### config.mk
export PLATFORM = sky130hd
export DESIGN_NAME = power_up_delay_sequencer
export DESIGN_NICKNAME = d
export VERILOG_FILES = /design/src/delay_counter.v /design/src/power_up_delay_sequencer.v
export VERILOG_INCLUDE_DIRS = /design/src
export SDC_FILE = /design/constraint.sdc
export NUM_CORES = 1
export LEC_CHECK = 0
export ABC_AREA = 1
export BUFFER_PORTS_ARGS = -buffer_cell sky130_fd_sc_hd__clkbuf_2
export CELL_PAD_IN_SITES_DETAIL_PLACEMENT = 0
export CELL_PAD_IN_SITES_GLOBAL_PLACEMENT = 1
export CORE_UTILIZATION = 43
export DETAILED_ROUTE_END_ITERATION = 7
export HOLD_SLACK_MARGIN = 0.15
export PLACE_DENSITY = 0.78
export SLEW_MARGIN = 20
export SYNTH_ARGS = -nofsm -noshare
export SYNTH_HDL_FRONTEND = slang
export SYNTH_SLANG_ARGS = --single-unit
### constraint.sdc
create_clock -name pclk -period 1.8 [get_ports pclk]
set_input_delay 0.27 -clock pclk [delete_from_list [all_inputs] [get_ports pclk]]
set_output_delay 0.27 -clock pclk [all_outputs]
set_load 0.01 [all_outputs]
### src/pwrup_map.vh
// Purpose: constants for the power-up delay sequencer
// Assumes: APB register byte addresses, 25 MHz pclk
// Notes: offsets and bit positions are byte addresses and bit indices
`ifndef PWRUP_MAP_VH
`define PWRUP_MAP_VH

`define CLK_HZ 25000000
`define CLK_KHZ 25000
// Register byte offsets
`define OFF_CONFIG 12'h000
`define OFF_OSC_CTRL 12'h004
`define OFF_EE_CTRL 12'h008
`define OFF_UNLOCK_KEY 12'h00C
`define OFF_STATUS 12'h010
// config_word_three_high fields
`define CFG_POWER_UP_TIMER_EN_N 0
`define CFG_OSC_MODE_LO 1
`define CFG_PLL_EN 4
`define CFG_FAST_START 5
`define CFG_RESET_VAL 6'h01
// oscillator_control_reg fields
`define OSC_STABLE_BIT 0
// EEPROM control fields
`define EE_EEPROM_WRITE_ENABLE_BIT 0
`define EE_WR_BIT 1
// Status fields
`define ST_IN_RESET 0
`define ST_POWER_UP_TIMER_RUN 1
`define ST_OST_DONE 2
`define ST_PLL_DONE 3
`define ST_CSD_DONE 4
`define ST_CLK_RUN 5
// Oscillator modes
`define MODE_LP 3'h0
`define MODE_XT 3'h1
`define MODE_HS 3'h2
`define MODE_EC 3'h3
`define MODE_RC 3'h4
`define MODE_INTOSC 3'h5
// Unlock keys
`define KEY_FIRST 8'h55
`define KEY_SECOND 8'hAA
// Timing
`define OST_CYCLES 1024
`define PLL_LOCK_US 2000
`define PLL_LOCK_CYC ((`PLL_LOCK_US * (`CLK_HZ / 1000000)))
`define POWER_UP_TIMER_US 65000
`define POWER_UP_TIMER_CYC ((`POWER_UP_TIMER_US * (`CLK_HZ / 1000000)))
`define CSD_US 10
`define CSD_CYC ((`CSD_US * (`CLK_HZ / 1000000)))

`endif

### src/delay_counter.v
// Purpose: one-shot delay counter, done after COUNT ticks once started
// Assumes: start is a level held high while the delay is wanted
// Notes: done stays high until start falls
`timescale 1ns/1ps
module delay_counter #(
	parameter WIDTH = 24,
	parameter [WIDTH-1:0] COUNT = 24'h00_0010
) (
	input wire pclk,
	input wire presetn,
	input wire start,
	input wire tick,
	output wire done
);
	reg [WIDTH-1:0] cnt_ff;
	reg done_ff;
	wire [WIDTH-1:0] nxt_cnt;
	wire nxt_done;

	assign nxt_done = start & (done_ff | (tick & (cnt_ff == COUNT - 1'b1)));
	assign nxt_cnt = (!start || done_ff) ? {WIDTH{1'b0}} :
		(tick ? cnt_ff + 1'b1 : cnt_ff);

	always @(posedge pclk or negedge presetn) begin
		if (!presetn) begin
			cnt_ff <= {WIDTH{1'b0}};
			done_ff <= 1'b0;
		end else begin
			cnt_ff <= nxt_cnt;
			done_ff <= nxt_done;
		end
	end

	assign done = done_ff;
endmodule // delay_counter

### src/power_up_delay_sequencer.v
// Purpose: hold the core in reset until start-up delays finish
// Assumes: APB slave on pclk; oscillator pins arrive asynchronously
// Notes: configuration register stands in for the fuse word
//
// How it works
// core reset held until enabled delays expire
// power-up timer runs only if enable_n zero
// crystal modes count 1024 oscillator cycles
// PLL with external osc adds 2 ms
// controller-ready delay runs in parallel
// EC, RC, internal modes skip oscillator count
// start-immediate zero waits for stable oscillator except in external modes
// start-immediate one starts clock at once
// stable flag readable in oscillator control
// write-enable cleared at power-up
// EEPROM writes blocked during power-up timer
// write needs enable plus unlock sequence
// software writes 55h then AAh first
`timescale 1ns/1ps
`include "pwrup_map.vh"
module power_up_delay_sequencer #(
	parameter POWER_UP_TIMER_CYCLES = `POWER_UP_TIMER_CYC,
	parameter PLL_CYCLES = `PLL_LOCK_CYC,
	parameter OST_COUNT = `OST_CYCLES,
	parameter CSD_CYCLES = `CSD_CYC
) (
	input wire pclk,
	input wire presetn,
	input wire psel,
	input wire penable,
	input wire pwrite,
	input wire [11:0] paddr,
	input wire [31:0] pwdata,
	output wire [31:0] prdata,
	output wire pready,
	output wire pslverr,
	input wire osc_clk_in,
	input wire fast_osc_ready_in,
	output wire core_reset_n,
	output wire sys_clk_enable,
	output wire eeprom_write_start
);
	// ----------------------------------------------------------------
	// State encodings
	// ----------------------------------------------------------------
	localparam [3:0] ST_HOLD = 4'b0001;
	localparam [3:0] ST_WAIT = 4'b0010;
	localparam [3:0] ST_RUN = 4'b0100;
	localparam [3:0] ST_CLK = 4'b1000;
	localparam [1:0] KEY_IDLE = 2'b01;
	localparam [1:0] KEY_HALF = 2'b10;
	localparam [1:0] KEY_OPEN = 2'b11;

	reg [3:0] state_ff;
	reg [3:0] nxt_state;
	reg [5:0] cfg_ff;
	reg eeprom_write_enable_ff;
	reg [1:0] key_ff;
	reg start_ff;
	reg [2:0] osc_sync_ff;
	reg osc_lvl_ff;
	reg [2:0] fast_sync_ff;
	reg fast_stable_ff;
	reg [31:0] rdata_ff;
	reg [31:0] nxt_rdata;
	wire power_up_timer_done;
	wire ost_done;
	wire pll_done;
	wire csd_done;
	wire osc_edge;
	wire crystal_mode;
	wire ext_mode;
	wire power_up_timer_on;
	wire pll_on;
	wire power_up_timer_running;
	wire delays_done;
	wire wr_acc;
	wire rd_acc;
	wire addr_ok;

	// ----------------------------------------------------------------
	// Helpers
	// ----------------------------------------------------------------
	function is_crystal;
		input [2:0] mode;
		begin
			is_crystal = (mode == `MODE_LP) || (mode == `MODE_XT) ||
				(mode == `MODE_HS);
		end
	endfunction

	function hit;
		input [11:0] addr;
		input [11:0] off;
		begin
			hit = (addr == off);
		end
	endfunction

	// ----------------------------------------------------------------
	// Synchronisers
	// ----------------------------------------------------------------
	// A change counts only when the second and third stages agree
	always @(posedge pclk or negedge presetn) begin
		if (!presetn) begin
			osc_sync_ff <= 3'h0;
			osc_lvl_ff <= 1'b0;
			fast_sync_ff <= 3'h0;
			fast_stable_ff <= 1'b0;
		end else begin
			osc_sync_ff <= {osc_sync_ff[1:0], osc_clk_in};
			fast_sync_ff <= {fast_sync_ff[1:0], fast_osc_ready_in};
			if (osc_sync_ff[1] == osc_sync_ff[2])
				osc_lvl_ff <= osc_sync_ff[2];
			if (fast_sync_ff[1] == fast_sync_ff[2])
				fast_stable_ff <= fast_sync_ff[2];
		end
	end

	// Oscillator must run below pclk/6 for every cycle to be counted
	assign osc_edge = (osc_sync_ff[1] == osc_sync_ff[2]) &
		osc_sync_ff[2] & ~osc_lvl_ff;

	// ----------------------------------------------------------------
	// APB decode
	// ----------------------------------------------------------------
	assign wr_acc = psel & penable & pwrite;
	assign rd_acc = psel & ~penable & ~pwrite;
	assign addr_ok = hit(paddr, `OFF_CONFIG) | hit(paddr, `OFF_OSC_CTRL) |
		hit(paddr, `OFF_EE_CTRL) | hit(paddr, `OFF_UNLOCK_KEY) |
		hit(paddr, `OFF_STATUS);
	assign pready = 1'b1;
	assign pslverr = psel & penable & ~addr_ok;

	// ----------------------------------------------------------------
	// Start-up sequencing
	// ----------------------------------------------------------------
	assign crystal_mode = is_crystal(cfg_ff[3:1]);
	assign ext_mode = crystal_mode | (cfg_ff[3:1] == `MODE_EC) |
		(cfg_ff[3:1] == `MODE_RC);
	// timer enabled by zero bit
	assign power_up_timer_on = ~cfg_ff[`CFG_POWER_UP_TIMER_EN_N];
	// PLL lock wait only with external osc
	assign pll_on = cfg_ff[`CFG_PLL_EN] & ext_mode;
	assign power_up_timer_running = start_ff & power_up_timer_on & ~power_up_timer_done;

	always @(posedge pclk or negedge presetn) begin
		if (!presetn)
			start_ff <= 1'b0;
		else
			start_ff <= 1'b1;
	end

	delay_counter #(.WIDTH(24), .COUNT(POWER_UP_TIMER_CYCLES[23:0])) u_power_up_timer (
		.pclk(pclk),
		.presetn(presetn),
		.start(start_ff & power_up_timer_on),
		.tick(1'b1),
		.done(power_up_timer_done)
	);

	// count 1024 oscillator edges
	delay_counter #(.WIDTH(24), .COUNT(OST_COUNT[23:0])) u_ost (
		.pclk(pclk),
		.presetn(presetn),
		.start(start_ff & crystal_mode),
		.tick(osc_edge),
		.done(ost_done)
	);

	// begins only after the oscillator count
	delay_counter #(.WIDTH(24), .COUNT(PLL_CYCLES[23:0])) u_pll (
		.pclk(pclk),
		.presetn(presetn),
		.start(pll_on & (ost_done | ~crystal_mode) & start_ff),
		.tick(1'b1),
		.done(pll_done)
	);

	// controller-ready delay starts with the others
	delay_counter #(.WIDTH(24), .COUNT(CSD_CYCLES[23:0])) u_csd (
		.pclk(pclk),
		.presetn(presetn),
		.start(start_ff),
		.tick(1'b1),
		.done(csd_done)
	);

	// every enabled delay must be done
	// skipped delays count as done
	assign delays_done = csd_done & (~power_up_timer_on | power_up_timer_done) &
		(~crystal_mode | ost_done) & (~pll_on | pll_done);

	always @* begin
		nxt_state = state_ff;
		case (state_ff)
			ST_HOLD: begin
				if (start_ff)
					nxt_state = ST_WAIT;
			end
			ST_WAIT: begin
				if (delays_done)
					nxt_state = ST_RUN;
			end
			ST_RUN: begin
				// start immediately when bit is one
				// otherwise, outside the external modes, wait for the stable flag
				if (ext_mode || cfg_ff[`CFG_FAST_START] || fast_stable_ff)
					nxt_state = ST_CLK;
			end
			ST_CLK: begin
				nxt_state = ST_CLK;
			end
			default: begin
				nxt_state = ST_HOLD;
			end
		endcase
	end

	always @(posedge pclk or negedge presetn) begin
		if (!presetn)
			state_ff <= ST_HOLD;
		else
			state_ff <= nxt_state;
	end

	assign core_reset_n = (state_ff == ST_RUN) | (state_ff == ST_CLK);
	assign sys_clk_enable = (state_ff == ST_CLK);

	// ----------------------------------------------------------------
	// Registers
	// ----------------------------------------------------------------
	// Configuration is frozen once the sequence leaves hold
	always @(posedge pclk or negedge presetn) begin
		if (!presetn)
			cfg_ff <= `CFG_RESET_VAL;
		else if (wr_acc && hit(paddr, `OFF_CONFIG) && state_ff == ST_HOLD)
			cfg_ff <= pwdata[5:0];
	end

	// write-enable clears on reset
	// unlock needs 55h then AAh back to back
	always @(posedge pclk or negedge presetn) begin
		if (!presetn) begin
			eeprom_write_enable_ff <= 1'b0;
			key_ff <= KEY_IDLE;
		end else begin
			if (wr_acc && hit(paddr, `OFF_EE_CTRL))
				eeprom_write_enable_ff <= pwdata[`EE_EEPROM_WRITE_ENABLE_BIT];
			if (wr_acc && hit(paddr, `OFF_UNLOCK_KEY)) begin
				if (pwdata[7:0] == `KEY_FIRST)
					key_ff <= KEY_HALF;
				else if (pwdata[7:0] == `KEY_SECOND && key_ff == KEY_HALF)
					key_ff <= KEY_OPEN;
				else
					key_ff <= KEY_IDLE;
			end else if (wr_acc) begin
				key_ff <= KEY_IDLE;
			end
		end
	end

	// blocked while power-up timer runs
	// needs write-enable and unlocked key
	assign eeprom_write_start = wr_acc & hit(paddr, `OFF_EE_CTRL) &
		pwdata[`EE_WR_BIT] & eeprom_write_enable_ff & (key_ff == KEY_OPEN) &
		~power_up_timer_running;

	// ----------------------------------------------------------------
	// Read data
	// ----------------------------------------------------------------
	always @* begin
		nxt_rdata = rdata_ff;
		if (rd_acc) begin
			nxt_rdata = 32'h0000_0000;
			if (hit(paddr, `OFF_CONFIG))
				nxt_rdata[5:0] = cfg_ff;
			// stable flag readable in any mode
			if (hit(paddr, `OFF_OSC_CTRL))
				nxt_rdata[`OSC_STABLE_BIT] = fast_stable_ff;
			if (hit(paddr, `OFF_EE_CTRL))
				nxt_rdata[`EE_EEPROM_WRITE_ENABLE_BIT] = eeprom_write_enable_ff;
			if (hit(paddr, `OFF_STATUS)) begin
				nxt_rdata[`ST_IN_RESET] = ~core_reset_n;
				nxt_rdata[`ST_POWER_UP_TIMER_RUN] = power_up_timer_running;
				nxt_rdata[`ST_OST_DONE] = ost_done;
				nxt_rdata[`ST_PLL_DONE] = pll_done;
				nxt_rdata[`ST_CSD_DONE] = csd_done;
				nxt_rdata[`ST_CLK_RUN] = sys_clk_enable;
			end
		end
	end

	always @(posedge pclk or negedge presetn) begin
		if (!presetn)
			rdata_ff <= 32'h0000_0000;
		else
			rdata_ff <= nxt_rdata;
	end

	assign prdata = rdata_ff;
endmodule // power_up_delay_sequencer

==> After elaboration in Yosys (flattened, before gate mapping) <==
Cells that the tools add are included.
{ "totals": {"inputBits": 51, "output_inout_bits": 37, "reg_bits": 128, "word_cells": 136} }
{ "classes": {"n_addsub": 4, "n_bitwise": 50, "n_eq_ne": 25, "reduce_logical": 22, "n_mux": 17} }
{ "op_table": {"columns": ["operator", "count"], "rows": [
  ["$mux 24", 5],
  ["$add 24x1->24 const B", 4],
  ["$and 1x1->1", 26],
  ["$eq 12x4->1 const B", 2],
  ["$eq 24x10->1 const B", 1],
  ["$eq 24x16->1 const B", 1],
  ["$eq 24x21->1 const B", 1],
  ["$eq 24x8->1 const B", 1],
  ["$pmux 4 s4", 1],
  ["$or 1x1->1", 14],
  ["$eq 12x3->1 const B", 1],
  ["$eq 12x5->1 const B", 1],
  ["$logic_not 12->1", 1],
  ["$mux 4", 3],
  ["$mux 6", 2],
  ["$not 1->1", 10],
  ["$eq 8x7->1 const B", 1],
  ["$eq 8x8->1 const B", 1],
  ["$logic_or 1x1->1", 8],
  ["$mux 2", 4],
  ["$eq 3x2->1 const B", 2],
  ["$ne 2x2->1 const B", 3],
  ["$logic_and 1x1->1", 5],
  ["$eq 2x2->1 const B", 2],
  ["other kinds (12)", 18]
]} }

==> Depth between registers and ports, before layout <==
{ "logic_depth": {"depth_word": 11, "ltp_mapped": 10, "mapped_depth_nobuf": 10} }

==> By module <==
From an unflattened synthesis, not the netlist that was laid out.
{ "hier_totals": {"hier_cells": 1152, "area_unflattened_um2": 7910.1} }
{ "modules_own_cells": {"columns": ["mod", "area_each_um2", "seq_area_each_um2", "cells_per_inst", "instances"], "rows": [
  ["power_up_delay_sequencer", 1725.4, 704.4, 225, 1],
  ["delay_counter at u_ost", 1557.7, 625.6, 235, 1],
  ["delay_counter at u_csd", 1555.2, 625.6, 236, 1],
  ["delay_counter at u_power_up_timer", 1550.2, 625.6, 234, 1],
  ["delay_counter at u_pll", 1521.5, 625.6, 222, 1]
]} }

==> Worst setup path after synthesis <==
OpenSTA, ideal clock, no wires.
{ "synth_path": {"path_type": "input port to output port", "start": "in paddr[7]", "end": "out eeprom_write_start", "cell_stages": 6, "required_ns": 1.530, "n_path_buf": 1, "setup_slack_ns": 0.358, "arrival_ns": 1.172, "path_cell_list": "nor2_1 > nand3_1 > nor2_2 > buf_4 > nand4_1 > nor3_1"} }
{ "synth_between": {"elab_chain_cells": 6} }
{ "synth_lines": {"columns": ["item", "line_no", "source"], "rows": [
  ["from (decl)", "power_up_delay_sequencer.v:32", "input wire [11:0] paddr,"],
  ["$eq 12x4->1", "power_up_delay_sequencer.v:96", "hit = (addr == off);"],
  ["$and 1x1->1 (5 in series)", "power_up_delay_sequencer.v:265", "assign eeprom_write_start = wr_acc & hit(paddr, `OFF_EE_CTRL) &"],
  ["to (decl)", "power_up_delay_sequencer.v:41", "output wire eeprom_write_start"]
]} }
No other way between the ends.

==> Worst setup path in the final report <==
{ "layout_path": {"start": "reg state_ff[0]", "end": "out core_reset_n"} }
{ "layout_between": {"elab_chain_cells": 2, "word_cells_on_any_way": 3, "classes_between": "2 x eq/ne; 1 x bitwise"} }
{ "layout_lines": {"columns": ["item", "line_no", "source"], "rows": [
  ["from (decl)", "power_up_delay_sequencer.v:54", "reg [3:0] state_ff;"],
  ["from (signal assigned)", "power_up_delay_sequencer.v:224", "state_ff <= nxt_state;"],
  ["$eq 4x3->1 / $eq 4x4->1 (equally long branches)", "power_up_delay_sequencer.v:227", "assign core_reset_n = (state_ff == ST_RUN) | (state_ff == ST_CLK);"],
  ["$or 1x1->1 *", "power_up_delay_sequencer.v:227", null],
  ["to (decl)", "power_up_delay_sequencer.v:39", "output wire core_reset_n,"]
]} }
Every way passes the cells marked *; elsewhere a longest branch is shown, timed or not.

==> metrics.txt <==
Die Y approximately 130 um; number of port buffers 36; Commonest cells post-synth 264 x nand2_1, 191 x nor2_1, 133 x inv_1; die width 134 um; r2r startpoint state_ff[0]; Worst Path Max Fanout 3; Worst setup EP type output pin; reg2reg end cfg_ff[3]; Max Root-Sink Buffers 2; Core Rows 48; Core Footprint 17,200 sq um; clock latency on the worst-skew pair ~0.43 ns; drc violations 0; Fin Hold WS 0.197 ns; Largest delay share family, worst path flip-flops; n_diodes 0; setup TNS 0 ns; WP data arrival roughly 1.5 ns; nets around 1,200; WHS Endpoint key_ff[1]; Starting Density 0.439; Slowest-stage cell, CP dfstp_2; status finished, final reports clean; skew final just under 0.009 ns; H-tree Lvls 4; cell breakdown of the critical path inv_1 > nand2_2 > nor2_1 > nor2_1 > inv_1 > clkbuf_2; area of the mapped netlist roughly 7500 sq um; Hold Vio Cnt, Final 0; CTS Root Buffer Type clkbuf_16; FMAX ~560 MHz; Worst-path clk slew roughly 0.060 ns; WP data required between 1.5 and 2 ns; first-pass GRT wire length approximately 30,000 um; maximum vdd drop slightly above 0.8 mV; kind of critical path reg -> out; CP peak stage delay between 0.5 and 0.6 ns; sequential fraction of the synthesis area 0.426; Final min period 1.78 ns; gp weighted congestion about 0.86; LEAKAGE between 0.003 and 0.004 uW; Reg2Reg Setup Slack 0.21 ns; Synth warnings 0; Synth async-reset ratio 1.00; wire length per cell around 13 um; Post-synth top flop dfrtp_1; pin count of the biggest net entering global routing 42; max-capacitance violation count 0; drt pass-1 iters 5; Mean Syn Cell Area between 7 and 8 sq um; hold wc startpoint pwdata[7]; CP bufs+invs 3; Num CTS Buffers 17; PwrDens ~810 nW/um^2; share of the synthesized area in the top cell type 0.415; largest cells by area after synthesis dfrtp_1 42%, nand2_1 13%, nor2_1 9.5%, inv_1 6.6%, nand3_1 5.2%; most instantiated library cell after synthesis nand2_1; Routed Antenna Nets 0; DR vias about 6,600; area grow syn2layout 15.6%; RSZ-0062 raised after global routing true; Hold WC Path Type in -> reg; Yosys top cell by area dfrtp_1; total clock sinks 128; total grt overflow 0; IO Count a little under 90; Seq cells post-synth 128; total design power between 7000 and 8000 uW; reg2reg path depth 5; final setup fails 0; layout cell share with drive strength beyond 1 0.118; Synth cell types 36; post-DR vias/cell just under 5; post-detail-place hpwl 13,200 um; Total GRT Usage 0.209; CP Launch Type flip-flop; DRT iter0 DRCs roughly 420; antenna violations before repair 0; EDFF count, synth 0; Mapped Cells about 1,100; Die ar. around 18,000 sq um; vias in the first global route approximately 6,300; Hold Path Cell Cnt 5; Slew Limit Fails 0; TritonCTS clock tree yes; drt total wl 17,600 um; post-route clock period utilization 0.987
==> layer usage <==
layer  global-route usage  up-vias  share of wire  wire [um]
met4               0.0562        0          0.011        193
met2                0.347       82           0.48       8430
met5                    0        -              0          0
met1                0.276     3021           0.48       8450
met3               0.0446       22          0.028        497
li1                     -     3462              -          -
==> area by class of cell <==
| type | count | area [sq um] |
|---|---|---|
| Clock inverter | 12 | 158 |
| Multi-Input combinational cell | 782 | 3650 |
| Tap cell | 225 | 282 |
| Sequential cell | 128 | 3210 |
| Inverter | 135 | 507 |
| Timing Repair Buffer | 65 | 452 |
| Clock buffer | 20 | 457 |
| Fill cell | 1718 | 8470 |
==> worst reg2reg max path: stages, from the launching register on <==
cell	delay, ns
dfstp_2	0.52
inv_1	0.06
nor3_2	0.32
nand4_2	0.33
nor2_1	0.18
a21oi_1	0.05
==> power breakdown <==
group	switching, uW	total, uW	internal [uW]
Sequential	42.7	2990	2950
Clock	1330	3590	2260
Combinational	293	448	156
Total	1660	7030	5360
==> sequential cells by signal, summed over array words and instances (netlist names) <==
register / cells
osc_sync_ff: 3
u_pll.cnt_ff: 24
u_ost.cnt_ff: 24
start_ff: 1
prdata: 6
state_ff: 4
u_csd.cnt_ff: 24
u_power_up_timer.cnt_ff: 24
fast_sync_ff: 3
cfg_ff: 6
fast_stable_ff: 1
osc_lvl_ff: 1
key_ff: 2
eeprom_write_enable_ff: 1
u_ost.done: 1
u_pll.done: 1
u_csd.done: 1
u_power_up_timer.done: 1
==> cells by family (layout without fill, tap and decap cells) <==
group | Yosys count | after routing | synth area share
compound gates | 93 | 93 | 0.0643
xor+xnor | 14 | 14 | 0.0163
fa+ha+maj | 7 | 7 | 0.0113
buf+inv | 175 | 232 | 0.105
flops | 128 | 128 | 0.426
mux | 1 | 1 | 0.00149
other cells | 2 | 28 | 0.000997
simple gates | 639 | 639 | 0.375
==> placed cells by master (no fill, tap or decap), types with 3 or more instances in the layout <==
cell type / instances
nor2_1: 189
ha_1: 6
conb_1: 28
clkbuf_2: 34
nand4_1: 36
clkbuf_16: 17
nor3_1: 28
nand2_2: 10
dfrtp_1: 125
o21a_1: 3
buf_4: 18
nand3_1: 78
xnor2_1: 3
bufinv_16: 3
o21ai_0: 26
nand2_1: 262
nor2_4: 12
nor3_2: 3
dlygate4sd3_1: 9
a21oi_1: 42
xor2_1: 11
dfstp_2: 3
inv_1: 133
clkinvlp_4: 3
o21ai_1: 17
nor2_2: 9
nand3_2: 6
==> metrics by stage <==
stage	setup slack [ns]	instances	util	cell area (sq um)
after detailed placement	0.182	1325	0.465	7980
after CTS	0.00115	1366	0.506	8690
after global routing	-0.0782	1367	0.507	8710
final	0.0235	1367	0.507	8710
after floorplan	0.358	1085	-	7630
after global placement	0.209	1325	0.465	7980
==> what timing repair did <==
| action | 4_1_cts | 5_1_grt |
|---|---|---|
| hold buffers | 9 | 0 |
| endpoints found under the hold margin | 135 | 0 |
| gates cloned | 0 | 0 |
| resized for setup | 3 | 4 |
| buffers inserted | 0 | 1 |
| endpoints found under the setup margin | 2 | 4 |
| pin swaps | 2 | 2 |
==> worst max-delay path by stage <==
| stage | from | endpoint | slack, ns | cells after the start |
|---|---|---|---|---|
| 2_1_floorplan | paddr[7] | eeprom_write_start | 0.36 | 6 |
| 3_3_place_gp | paddr[7] | eeprom_write_start | 0.21 | 7 |
| 3_5_place_dp | paddr[7] | cfg_ff[3] | 0.18 | 8 |
| 4_1_cts | state_ff[0] | core_reset_n | 0.001 | 6 |
| 5_1_grt | state_ff[0] | core_reset_n | -0.08 | 6 |
| 6_report | state_ff[0] | core_reset_n | 0.02 | 6 |
(Power assumes the default switching activity.)
